## src/rtl/hpi_pkg.sv

```systemverilog
/*
 Shared constants and types of the host port integration shell: register map,
 field positions, status bit layout, descriptor offsets, timing and carriers.
 Assumes a single 40 MHz system clock and a word-aligned register port.
*/
package hpi_pkg;

    // Register offsets
    localparam logic [7:0] REG_CONTROL = 8'h00;
    localparam logic [7:0] REG_STATUS = 8'h04;
    localparam logic [7:0] REG_MASK = 8'h08;
    localparam logic [7:0] REG_HUB = 8'h0C;
    localparam logic [7:0] REG_DESC = 8'h10;
    localparam logic [7:0] REG_START = 8'h14;

    // Control register fields
    localparam int CTL_DEV_EN = 0;
    localparam int CTL_SRC_SEL = 1;
    localparam int CTL_FS_EN = 2;
    localparam int CTL_OC_EN = 3;
    localparam int CTL_DIV_LSB = 4;
    localparam int DIV_W = 4;
    localparam logic [3:0] DIV_RESET = 4'h0;

    // Status and mask bit positions
    localparam int EVENTS = 5;
    localparam int ST_UNRECOV = 0;
    localparam int ST_CONN_A = 1;
    localparam int ST_CONN_B = 2;
    localparam int ST_XCVR_LOST = 3;
    localparam int ST_DONE = 4;

    // Root hub register fields
    localparam logic [7:0] ROOT_PORTS = 8'h02;
    localparam int HUB_CONN_LSB = 8;
    localparam int HUB_SPEED_A_LSB = 12;
    localparam int HUB_SPEED_B_LSB = 14;
    localparam int HUB_DEV_SEL = 16;
    localparam int HUB_XCVR_ALIVE = 17;
    localparam int HUB_OC_EN = 18;

    // Port speed codes
    localparam logic [1:0] SPEED_NONE = 2'h0;
    localparam logic [1:0] SPEED_LOW = 2'h1;
    localparam logic [1:0] SPEED_FULL = 2'h2;
    localparam logic [1:0] SPEED_HIGH = 2'h3;

    // Descriptor layout, byte offsets from the descriptor base
    localparam logic [31:0] TD_OFFSET = 32'h0000_0004;
    localparam logic [31:0] RETIRE_OFFSET = 32'h0000_0008;

    // Full-speed clock chain: 12 MHz is the 48 MHz tick divided by four
    localparam int FS12_DIVIDE = 4;

    // Transceiver clock watchdog
    localparam int CLOCK_NS = 25;
    localparam int XCVR_WATCH_NS = 1000;
    localparam int XCVR_WATCH_CYC = XCVR_WATCH_NS / CLOCK_NS;

    typedef enum logic [4:0] {
        DMA_IDLE = 5'h01,
        DMA_FETCH_ED = 5'h02,
        DMA_FETCH_TD = 5'h04,
        DMA_MOVE = 5'h08,
        DMA_RETIRE = 5'h10
    } hpi_dma_e;

    typedef struct packed {
        logic rd;
        logic wr;
        logic [7:0] addr;
        logic [31:0] wdata;
    } hpi_reg_req_s;

    typedef struct packed {
        logic rd;
        logic wr;
        logic [31:0] addr;
        logic [31:0] wdata;
    } hpi_mem_req_s;

    typedef struct packed {
        logic abort;
        logic ack;
        logic [31:0] rdata;
    } hpi_mem_rsp_s;

    typedef struct packed {
        logic dplus;
        logic dminus;
        logic hs_chirp;
    } hpi_line_s;

endpackage

```

## src/rtl/hpi_sync.sv

```systemverilog
/*
 Two-stage synchroniser for a bundle of unrelated levels.
 Assumes each bit is an independent level or toggle; no bus coherence.
*/
`timescale 1ns/10ps
`default_nettype none
module hpi_sync #(
    parameter int WIDTH = 9
) (
    input wire logic clock,
    input wire logic reset,
    input wire logic [WIDTH-1:0] async_in,
    output logic [WIDTH-1:0] sync_out
);
    typedef struct packed {
        logic [WIDTH-1:0] meta;
        logic [WIDTH-1:0] stable;
    } hpi_sync_s;

    hpi_sync_s s_reg;
    hpi_sync_s s_next;

    // Refused at elaboration, before any logic exists
    if (WIDTH < 1)
    begin
        $error("hpi_sync needs at least one bit");
    end

    // The first stage feeds only the second stage
    always_comb
    begin
        s_next.meta = async_in;
        s_next.stable = s_reg.meta;
    end

    always_ff @(posedge clock)
    begin
        if (reset)
            s_reg <= '0;
        else
            s_reg <= s_next;
    end

    assign sync_out = s_reg.stable;
endmodule
`default_nettype wire

```

## src/rtl/hpi_core.sv

```systemverilog
/*
 Host port integration shell: register port, sticky interrupts, descriptor
 bus master, root hub attach detection, transceiver routing and the
 full-speed clock enables. Assumes one 40 MHz clock; PLL and transceiver
 clocks arrive as toggles from their own domains; memory answers on this clock.
*/
// How it works
// - Port A belongs to the host on the first transceiver from the first clock after reset.
// - Setting the device enable hands transceiver two to the device controller.
// - Software reads and writes host registers through the register slave port.
// - Bus master fetches descriptors, moves data and writes retire status.
// - Aborted or misaligned master access sets the unrecoverable error flag.
// - Root hub has two ports; the count reads from the hub register.
// - Attach on a port is detected by hardware and flagged; port B only while the device enable is clear.
// - Transceiver returns a 30 MHz clock; its presence is watched.
// - 12 MHz enable is the 48 MHz enable divided by four.
// - Full-speed source selects between utmi and main PLL.
// - One interrupt line; software sets up the interrupt controller first.
// - Port lines are driven only by transceivers under host control.
// - Over-current protection can be enabled but has no input pads.
`timescale 1ns/10ps
`default_nettype none
module hpi_core #(
    parameter int WATCH_CYCLES = hpi_pkg::XCVR_WATCH_CYC,
    parameter int WATCH_W = 6
) (
    input wire logic clock,
    input wire logic reset,
    input wire hpi_pkg::hpi_reg_req_s reg_req,
    output logic [31:0] reg_rdata,
    output logic irq,
    output hpi_pkg::hpi_mem_req_s mem_req,
    input wire hpi_pkg::hpi_mem_rsp_s mem_rsp,
    input wire logic utmi_pll_clock,
    input wire logic main_pll_clock,
    input wire logic xcvr_clock_toggle,
    input wire hpi_pkg::hpi_line_s line_a,
    input wire hpi_pkg::hpi_line_s line_b,
    output logic fullspeed_clk_48,
    output logic fullspeed_clk_12,
    output logic port_a_host_sel,
    output logic xcvr_b_device_sel,
    output logic port_a_oe_n,
    output logic port_b_oe_n
);
    typedef struct packed {
        logic dev_en;
        logic src_sel;
        logic fs_en;
        logic oc_en;
        logic [hpi_pkg::DIV_W-1:0] div;
        logic [hpi_pkg::EVENTS-1:0] status;
        logic [hpi_pkg::EVENTS-1:0] mask;
        logic irq;
        logic [31:0] rdata;
        logic [31:0] desc;
        hpi_pkg::hpi_dma_e dma;
        hpi_pkg::hpi_mem_req_s mem;
        logic [1:0] conn;
        logic [1:0] speed_a;
        logic [1:0] speed_b;
        logic [2:0] tog_prev;
        logic [hpi_pkg::DIV_W-1:0] div_cnt;
        logic [1:0] quarter;
        logic tick48;
        logic tick12;
        logic [WATCH_W-1:0] watch;
        logic alive;
        logic a_sel;
        logic dev_sel;
        logic [1:0] oe_n;
    } hpi_core_s;

    hpi_core_s s_reg;
    hpi_core_s s_next;
    logic [8:0] sync_q;
    hpi_pkg::hpi_line_s la;
    hpi_pkg::hpi_line_s lb;

    if (WATCH_CYCLES < 2 || WATCH_CYCLES >= (1 << WATCH_W))
    begin
        $error("hpi_core WATCH_CYCLES does not fit WATCH_W");
    end

    function automatic logic [1:0] speed_of(input hpi_pkg::hpi_line_s l);
        if (l.hs_chirp)
            speed_of = hpi_pkg::SPEED_HIGH;
        else if (l.dplus)
            speed_of = hpi_pkg::SPEED_FULL;
        else if (l.dminus)
            speed_of = hpi_pkg::SPEED_LOW;
        else
            speed_of = hpi_pkg::SPEED_NONE;
    endfunction

    function automatic logic is_reg(input hpi_pkg::hpi_reg_req_s r, input logic [7:0] a);
        is_reg = (r.addr == a);
    endfunction

    // Toggles and line states from foreign domains pass two flops
    hpi_sync #(
        .WIDTH(9)
    ) u_sync (
        .clock(clock),
        .reset(reset),
        .async_in({xcvr_clock_toggle, main_pll_clock, utmi_pll_clock, line_b, line_a}),
        .sync_out(sync_q)
    );

    assign la = sync_q[2:0];
    assign lb = sync_q[5:3];

    always_comb
    begin
        logic [2:0] edges;
        logic src_edge;
        logic [hpi_pkg::EVENTS-1:0] ev;
        logic [hpi_pkg::EVENTS-1:0] clr;
        logic abort;
        edges = sync_q[8:6] ^ s_reg.tog_prev;
        src_edge = 1'b0;
        ev = '0;
        clr = '0;
        abort = 1'b0;
        s_next = s_reg;
        s_next.tog_prev = sync_q[8:6];
        s_next.rdata = '0;

        // Register writes
        if (reg_req.wr)
        begin
            if (is_reg(reg_req, hpi_pkg::REG_CONTROL))
            begin
                s_next.dev_en = reg_req.wdata[hpi_pkg::CTL_DEV_EN];
                s_next.src_sel = reg_req.wdata[hpi_pkg::CTL_SRC_SEL];
                s_next.fs_en = reg_req.wdata[hpi_pkg::CTL_FS_EN];
                s_next.oc_en = reg_req.wdata[hpi_pkg::CTL_OC_EN];
                s_next.div = reg_req.wdata[hpi_pkg::CTL_DIV_LSB +: hpi_pkg::DIV_W];
            end
            if (is_reg(reg_req, hpi_pkg::REG_MASK))
                s_next.mask = reg_req.wdata[hpi_pkg::EVENTS-1:0];
            if (is_reg(reg_req, hpi_pkg::REG_DESC) && s_reg.dma == hpi_pkg::DMA_IDLE)
                s_next.desc = reg_req.wdata;
        end

        // Register reads, data in the following cycle only
        if (reg_req.rd)
        begin
            if (is_reg(reg_req, hpi_pkg::REG_CONTROL))
            begin
                s_next.rdata[hpi_pkg::CTL_DEV_EN] = s_reg.dev_en;
                s_next.rdata[hpi_pkg::CTL_SRC_SEL] = s_reg.src_sel;
                s_next.rdata[hpi_pkg::CTL_FS_EN] = s_reg.fs_en;
                s_next.rdata[hpi_pkg::CTL_OC_EN] = s_reg.oc_en;
                s_next.rdata[hpi_pkg::CTL_DIV_LSB +: hpi_pkg::DIV_W] = s_reg.div;
            end
            if (is_reg(reg_req, hpi_pkg::REG_STATUS))
            begin
                s_next.rdata[hpi_pkg::EVENTS-1:0] = s_reg.status;
                clr = '1;
            end
            if (is_reg(reg_req, hpi_pkg::REG_MASK))
                s_next.rdata[hpi_pkg::EVENTS-1:0] = s_reg.mask;
            if (is_reg(reg_req, hpi_pkg::REG_HUB))
            begin
                s_next.rdata[7:0] = hpi_pkg::ROOT_PORTS;
                s_next.rdata[hpi_pkg::HUB_CONN_LSB +: 2] = s_reg.conn;
                s_next.rdata[hpi_pkg::HUB_SPEED_A_LSB +: 2] = s_reg.speed_a;
                s_next.rdata[hpi_pkg::HUB_SPEED_B_LSB +: 2] = s_reg.speed_b;
                s_next.rdata[hpi_pkg::HUB_DEV_SEL] = s_reg.dev_sel;
                s_next.rdata[hpi_pkg::HUB_XCVR_ALIVE] = s_reg.alive;
                s_next.rdata[hpi_pkg::HUB_OC_EN] = s_reg.oc_en;
            end
            if (is_reg(reg_req, hpi_pkg::REG_DESC))
                s_next.rdata = s_reg.desc;
        end

        // Root hub attach detection without polling
        s_next.speed_a = speed_of(la);
        s_next.speed_b = s_reg.dev_en ? hpi_pkg::SPEED_NONE : speed_of(lb);
        s_next.conn[0] = (speed_of(la) != hpi_pkg::SPEED_NONE);
        s_next.conn[1] = !s_reg.dev_en && (speed_of(lb) != hpi_pkg::SPEED_NONE);
        ev[hpi_pkg::ST_CONN_A] = s_next.conn[0] ^ s_reg.conn[0];
        ev[hpi_pkg::ST_CONN_B] = s_next.conn[1] ^ s_reg.conn[1];

        // Transceiver routing; port A never leaves the host
        s_next.a_sel = 1'b1;
        s_next.dev_sel = s_next.dev_en;
        s_next.oe_n[0] = !s_next.conn[0];
        s_next.oe_n[1] = !(s_next.conn[1] && !s_next.dev_en);

        // Full-speed clock enables from the selected PLL
        src_edge = s_reg.src_sel ? edges[1] : edges[0];
        s_next.tick48 = 1'b0;
        s_next.tick12 = 1'b0;
        if (s_reg.fs_en && src_edge)
        begin
            if (s_reg.div_cnt == s_reg.div)
            begin
                s_next.div_cnt = '0;
                s_next.tick48 = 1'b1;
                s_next.quarter = s_reg.quarter + 2'd1;
                s_next.tick12 = (s_reg.quarter == 2'(hpi_pkg::FS12_DIVIDE - 1));
            end
            else
                s_next.div_cnt = s_reg.div_cnt + 1'b1;
        end

        // Transceiver 30 MHz clock watchdog
        if (edges[2])
        begin
            s_next.watch = '0;
            s_next.alive = 1'b1;
        end
        else if (s_reg.watch != WATCH_W'(WATCH_CYCLES))
            s_next.watch = s_reg.watch + 1'b1;
        else
            s_next.alive = 1'b0;
        ev[hpi_pkg::ST_XCVR_LOST] = s_reg.alive && !s_next.alive;

        // Descriptor bus master
        abort = mem_rsp.ack && mem_rsp.abort;
        if (mem_rsp.ack)
        begin
            s_next.mem.rd = 1'b0;
            s_next.mem.wr = 1'b0;
        end
        case (s_reg.dma)
            hpi_pkg::DMA_IDLE:
            begin
                if (reg_req.wr && is_reg(reg_req, hpi_pkg::REG_START) && reg_req.wdata[0])
                begin
                    if (s_reg.desc[1:0] != 2'h0)
                        ev[hpi_pkg::ST_UNRECOV] = 1'b1;
                    else
                    begin
                        s_next.mem.rd = 1'b1;
                        s_next.mem.addr = s_reg.desc;
                        s_next.dma = hpi_pkg::DMA_FETCH_ED;
                    end
                end
            end
            hpi_pkg::DMA_FETCH_ED:
            begin
                if (mem_rsp.ack && !abort)
                begin
                    s_next.mem.rd = 1'b1;
                    s_next.mem.addr = s_reg.desc + hpi_pkg::TD_OFFSET;
                    s_next.dma = hpi_pkg::DMA_FETCH_TD;
                end
            end
            hpi_pkg::DMA_FETCH_TD:
            begin
                if (mem_rsp.ack && !abort)
                begin
                    if (mem_rsp.rdata[1:0] != 2'h0)
                    begin
                        ev[hpi_pkg::ST_UNRECOV] = 1'b1;
                        s_next.dma = hpi_pkg::DMA_IDLE;
                    end
                    else
                    begin
                        s_next.mem.rd = 1'b1;
                        s_next.mem.addr = mem_rsp.rdata;
                        s_next.dma = hpi_pkg::DMA_MOVE;
                    end
                end
            end
            hpi_pkg::DMA_MOVE:
            begin
                if (mem_rsp.ack && !abort)
                begin
                    s_next.mem.wr = 1'b1;
                    s_next.mem.addr = s_reg.desc + hpi_pkg::RETIRE_OFFSET;
                    s_next.mem.wdata = mem_rsp.rdata;
                    s_next.dma = hpi_pkg::DMA_RETIRE;
                end
            end
            hpi_pkg::DMA_RETIRE:
            begin
                if (mem_rsp.ack && !abort)
                begin
                    ev[hpi_pkg::ST_DONE] = 1'b1;
                    s_next.dma = hpi_pkg::DMA_IDLE;
                end
            end
            default:
            begin
                s_next.dma = hpi_pkg::DMA_IDLE;
            end
        endcase
        // An aborted access ends the job whatever stage it was in
        if (abort && s_reg.dma != hpi_pkg::DMA_IDLE)
        begin
            ev[hpi_pkg::ST_UNRECOV] = 1'b1;
            s_next.dma = hpi_pkg::DMA_IDLE;
        end

        // Sticky status: an event in the clearing cycle survives the clear
        s_next.status = (s_reg.status & ~clr) | ev;
        s_next.irq = |(s_next.status & s_next.mask);
    end

    always_ff @(posedge clock)
    begin
        if (reset)
        begin
            s_reg <= '0;
            s_reg.dma <= hpi_pkg::DMA_IDLE;
            s_reg.div <= hpi_pkg::DIV_RESET;
            s_reg.oe_n <= 2'h3;
        end
        else
            s_reg <= s_next;
    end

    assign reg_rdata = s_reg.rdata;
    assign irq = s_reg.irq;
    assign mem_req = s_reg.mem;
    assign fullspeed_clk_48 = s_reg.tick48;
    assign fullspeed_clk_12 = s_reg.tick12;
    assign port_a_host_sel = s_reg.a_sel;
    assign xcvr_b_device_sel = s_reg.dev_sel;
    assign port_a_oe_n = s_reg.oe_n[0];
    assign port_b_oe_n = s_reg.oe_n[1];

    a_port_a_fixed: assert property (@(posedge clock) disable iff (reset)
        !$past(reset) |-> port_a_host_sel) else $error("port A left host");
    a_port_b_device: assert property (@(posedge clock) disable iff (reset)
        (reg_req.wr && is_reg(reg_req, hpi_pkg::REG_CONTROL) && reg_req.wdata[hpi_pkg::CTL_DEV_EN])
        |=> xcvr_b_device_sel ##1 port_b_oe_n) else $error("port B not handed over");
    a_hub_count: assert property (@(posedge clock) disable iff (reset)
        (reg_req.rd && is_reg(reg_req, hpi_pkg::REG_HUB)) |=> reg_rdata[7:0] == 8'h02)
        else $error("bad port count");
    a_mem_aligned: assert property (@(posedge clock) disable iff (reset)
        (mem_req.rd || mem_req.wr) |-> mem_req.addr[1:0] == 2'h0) else $error("misaligned request");
    a_abort_flag: assert property (@(posedge clock) disable iff (reset)
        (mem_rsp.ack && mem_rsp.abort && s_reg.dma != hpi_pkg::DMA_IDLE)
        |=> s_reg.status[hpi_pkg::ST_UNRECOV] && s_reg.dma == hpi_pkg::DMA_IDLE) else $error("abort lost");
    a_attach_flag: assert property (@(posedge clock) disable iff (reset)
        $changed(s_reg.conn[0]) |-> s_reg.status[hpi_pkg::ST_CONN_A]) else $error("attach not flagged");
    a_fs12_ratio: assert property (@(posedge clock) disable iff (reset)
        fullspeed_clk_12 |-> fullspeed_clk_48 && s_reg.quarter == 2'h0) else $error("12 MHz out of step");
    a_fs_gated: assert property (@(posedge clock) disable iff (reset)
        !s_reg.fs_en ##1 !s_reg.fs_en |-> !fullspeed_clk_48) else $error("tick while disabled");
    a_xcvr_watch: assert property (@(posedge clock) disable iff (reset)
        (s_reg.watch == WATCH_W'(WATCH_CYCLES) && !(sync_q[8] ^ s_reg.tog_prev[2])) |=> !s_reg.alive)
        else $error("dead clock unseen");
    a_irq_level: assert property (@(posedge clock) disable iff (reset)
        irq == |(s_reg.status & s_reg.mask)) else $error("irq mismatch");
    // A settled hand-over must also have dropped the host's view of port B
    a_b_quiet: assert property (@(posedge clock) disable iff (reset)
        xcvr_b_device_sel |-> port_b_oe_n && (!$past(xcvr_b_device_sel) || !s_reg.conn[1]))
        else $error("host drives device port");

    c_job_done: cover property (@(posedge clock) disable iff (reset) s_reg.status[hpi_pkg::ST_DONE]);
    c_attach_a: cover property (@(posedge clock) disable iff (reset) $rose(s_reg.conn[0]));
    c_switch_b: cover property (@(posedge clock) disable iff (reset) $rose(xcvr_b_device_sel));
    c_tick12: cover property (@(posedge clock) disable iff (reset) fullspeed_clk_12);
endmodule
`default_nettype wire

```

## config.mk

```make
export PLATFORM = sky130hd
export DESIGN_NAME = hpi_core
export DESIGN_NICKNAME = d
export VERILOG_FILES = /design/src/rtl/hpi_pkg.sv /design/src/rtl/hpi_sync.sv /design/src/rtl/hpi_core.sv
export SDC_FILE = /design/constraint.sdc
export NUM_CORES = 1
export LEC_CHECK = 0
export BUFFER_PORTS_ARGS = -buffer_cell sky130_fd_sc_hd__buf_4
export CORE_UTILIZATION = 35
export CTS_BUF_LIST = sky130_fd_sc_hd__clkbuf_8
export CTS_CLUSTER_DIAMETER = 60
export DETAILED_ROUTE_END_ITERATION = 7
export HOLD_SLACK_MARGIN = 0.15
export PLACE_DENSITY = 0.59
export SKIP_LAST_GASP = 1
export SLEW_MARGIN = 40
export SYNTH_ARGS = -nofsm -noshare
export SYNTH_HDL_FRONTEND = slang
export SYNTH_SLANG_ARGS = --single-unit
```

## constraint.sdc

```tcl
create_clock -name clock -period 4.1 [get_ports clock]
set_input_delay 0.615 -clock clock [delete_from_list [all_inputs] [get_ports clock]]
set_output_delay 0.615 -clock clock [all_outputs]
set_load 0.02 [all_outputs]
```

==> impl_metrics.py <==
metrics = {
    "yosys": {
        "ys_seq_area_share_pct": 42.0,
        "yosysUniqueCellTypes": 79,
        "synth_cells": 1152,
        "synthMuxAreaShare_pct": 1.37,
        "synth-adder-area-share_pct": 0.791,
        "synth_top_family_by_area": "simple AND/OR/NAND/NOR gates",
        "synth-edff-count": 0,
        "syn-num-nets": 1245,
        "yosysWarnings": 0,
        "synth-xor-area-share_pct": 2.22,
        "synth_compound_area_share_pct": 19.0,
        "ys.flop_type": "dfxtp_1",
        "ys_seq_elements": 199,
        "synth_area_sq_um": 9490,
        "synthArstFlopShare_pct": 0,
        "avgSynthCellArea_sq_um": 8.23,
        "yosys.area_share.simple_pct": 22.6,
    },
    "finish": {
        "layout_commonest_cell": "buf_4",
        "syn2layout_area_growth_pct": 14.5,
        "final_cell_mix": "buf_4 (215), dfxtp_1 (199), nand2_1 (191)",
        "finish.net_count": 1303,
        "final_area_sq_um": 10900,
        "finalCoreUtilization_pct": 41.2,
        "drive_gt1_share_pct": 22.3,
        "n_antenna_cell": 0,
        "largest_reg_flops": 76,
    },
    "sta": {
        "fin_skew_ns": 0.0155,
        "setup_tns_ns": 0,
        "slew_violations": 0,
        "rsz0062_at_grt": "false",
        "fmax_ghz": 0.365,
        "tightest_slew_ns": 0.797,
        "fin_crit_sh_pct": 66.9,
        "setup_viol": 0,
        "period_needed_ns": 2.74,
        "hold_viol": 0,
        "relSlewSlack_pct": 46.6,
    },
    "critical_path": {
        "path_cells": "nand4_1, nor2_1, nand4_1, o41a_1, a221oi_1, o31ai_1",
        "cp.required_ns": 4.47,
        "cp.arrival_ns": 3.11,
        "reg2reg_from": "s_reg[112]",
        "cp_slowest_cell": "dfxtp_1",
        "r2r-end": "mem_req[61]",
        "worstSetupPathType": "reg2reg",
        "path_common_cell": "nand4_1",
        "worstSetupEndpointType": "flop",
        "start_kind": "flop",
        "cpPeakStageDelay_ns": 0.62,
        "reg2reg_depth": 6,
        "cp_max_fo": 9,
        "worst-r2r-setup-slack_ns": 1.36,
    },
    "pwr": {
        "p_leak_nw": 4.05,
        "ir_drop_mv": 0.159,
        "power_density_nw_per_um2": 322,
    },
    "placed_design": {
        "io_buffers": 191,
        "place_hpwl_um": 20800,
        "place.gp.congestion": 0.925,
        "place_area_sq_um": 10400,
    },
    "die": {
        "die_h_um": 167,
        "dieArea_sq_um": 27800,
        "start_util_pct": 36.0,
        "core_area_sq_um": 26400,
        "core.rowCount": 59,
        "io_pins": 192,
        "die_x_um": 167,
    },
    "min_path": {
        "hold_depth": 2,
        "min_from": "main_pll_clock",
        "hold_class": "in2reg",
        "whs_endpoint": "u_sync.s_next[7]",
    },
    "cts": {
        "cts_tree": "yes",
        "htree_levels": 4,
        "cts.sinks": 199,
        "postCtsHoldBufs": 0,
        "post_cts_resized": 0,
        "numCtsBuffers": 17,
        "cts_max_path_buffers": 2,
        "worstSkewPairLatency_ns": 0.49,
        "clk_pin_slew_ns": 0.10,
        "cts_setup_buffers": 0,
        "cts-root-buf": "clkbuf_8",
    },
    "global_route": {
        "grt_first_pass_wirelength_um": 44400,
        "grt-ovfl-total": 0,
        "antenna_found_initial": 0,
        "grtUsageTotal_pct": 20.6,
        "grt_max_degree": 77,
        "grt_pass1_vias": 7710,
    },
    "drt": {
        "firstDrtPassIters": 8,
        "ant_nets": 0,
        "vias": 8358,
        "drt_iter0_markers": 791,
        "wirelength_um": 28900,
        "drc": 15,
        "wire_per_inst_um": 18.6,
        "vias_per_cell": 5.37,
    },
    "run": {
        "cap_viol_max_count": 0,
    },
    "run_status": {
        "outcome": "complete, but fails checks",
        "violations": "DRC",
    },
}
where the power goes:
part / total [mW] / internal, mW / switching, mW
combinational: 0.186 / 0.0836 / 0.103
sequential: 1.96 / 1.95 / 0.0108
clock: 1.35 / 0.633 / 0.717
worst max-delay path by stage:
stage               slack, ns          end        start  cells after the start
finish                   1.36  mem_req[61]   s_reg[112]                      6
global route             1.19  mem_req[47]    s_reg[98]                      8
CTS                      1.42  mem_req[47]    s_reg[98]                      8
detailed placement       0.93  mem_req[62]  reg_req[35]                      7
global placement         1.08  mem_req[62]  reg_req[35]                      7
floorplan                1.78  mem_req[35]  reg_req[33]                      7
through the flow:
step | setup slack [ns] | cells | hold WS, ns | total power, mW
floorplan | 1.78 | 1152 | 0.414 | 2.08
global placement | 1.08 | 1526 | 0.418 | 2.19
detailed placement | 0.928 | 1526 | 0.420 | 2.19
CTS | 1.42 | 1556 | 0.317 | 3.53
global route | 1.19 | 1556 | 0.313 | 3.62
finish | 1.36 | 1556 | 0.331 | 3.50
per-layer routing:
layer | vias up | global-route usage [%] | wire length, um
met1 | 3936 | 27.8 | 12900
met4 | 0 | 6.32 | 493
met5 | - | 0 | 0
li1 | 4038 | - | -
met3 | 42 | 3.85 | 2100
met2 | 342 | 33.0 | 13400
cell usage after synthesis, types with 4 or more instances:
cell type,number,area [sq um]
ha_1,6,75.1
a21oi_1,112,561
a22oi_1,25,188
o31ai_1,11,82.6
clkbuf_1,46,173
inv_1,8,30.0
nor3_1,22,110
nor2b_1,25,156
a221oi_1,11,96.3
or2_2,4,25.0
and3_1,19,119
nand2_1,191,717
buf_1,7,26.3
buf_2,18,90.1
nand3_1,29,145
mux2i_1,13,130
buf_6,4,45.0
nor4_1,11,68.8
dfxtp_1,199,3980
and2_1,5,31.3
o211ai_1,5,37.5
a31oi_1,13,81.3
a21o_1,4,30.0
a211oi_1,7,52.6
nand4_1,19,119
buf_4,100,751
o21ai_0,50,250
a22o_1,4,35.0
xor2_1,7,61.3
nor2_1,79,297
xnor2_1,17,149
or4_1,4,30.0
nor3b_1,5,37.5
nand2b_1,7,43.8
o22ai_1,4,25.0
logic make-up after synthesis:
group                      Yosys count
buffers and inverters              186
and+or+nand+nor                    443
AOI/OAI and AO/OA                  281
muxes                               13
adders and majority gates            6
xor gates and xnor gates            24
DFF                                199
cell type report:
cell class                 instances  area [sq um]
fill                            2694         15500
timing repair buffer             216          1630
sequential                       199          3980
clock inverter                    11           150
clock buffer                      19           262
inverter                           9          33.8
multi-input combinational        767          4390
tap                              335           419
critical path, delay by kind of cell, from the launching register on:
kind | cells | cell delay [ns]
AO/OA/AOI/OAI | 3 | 0.89
flip-flops | 1 | 0.62
AND/OR/NAND/NOR | 3 | 1.12
No activity file was read; power rests on OpenSTA's default activity.
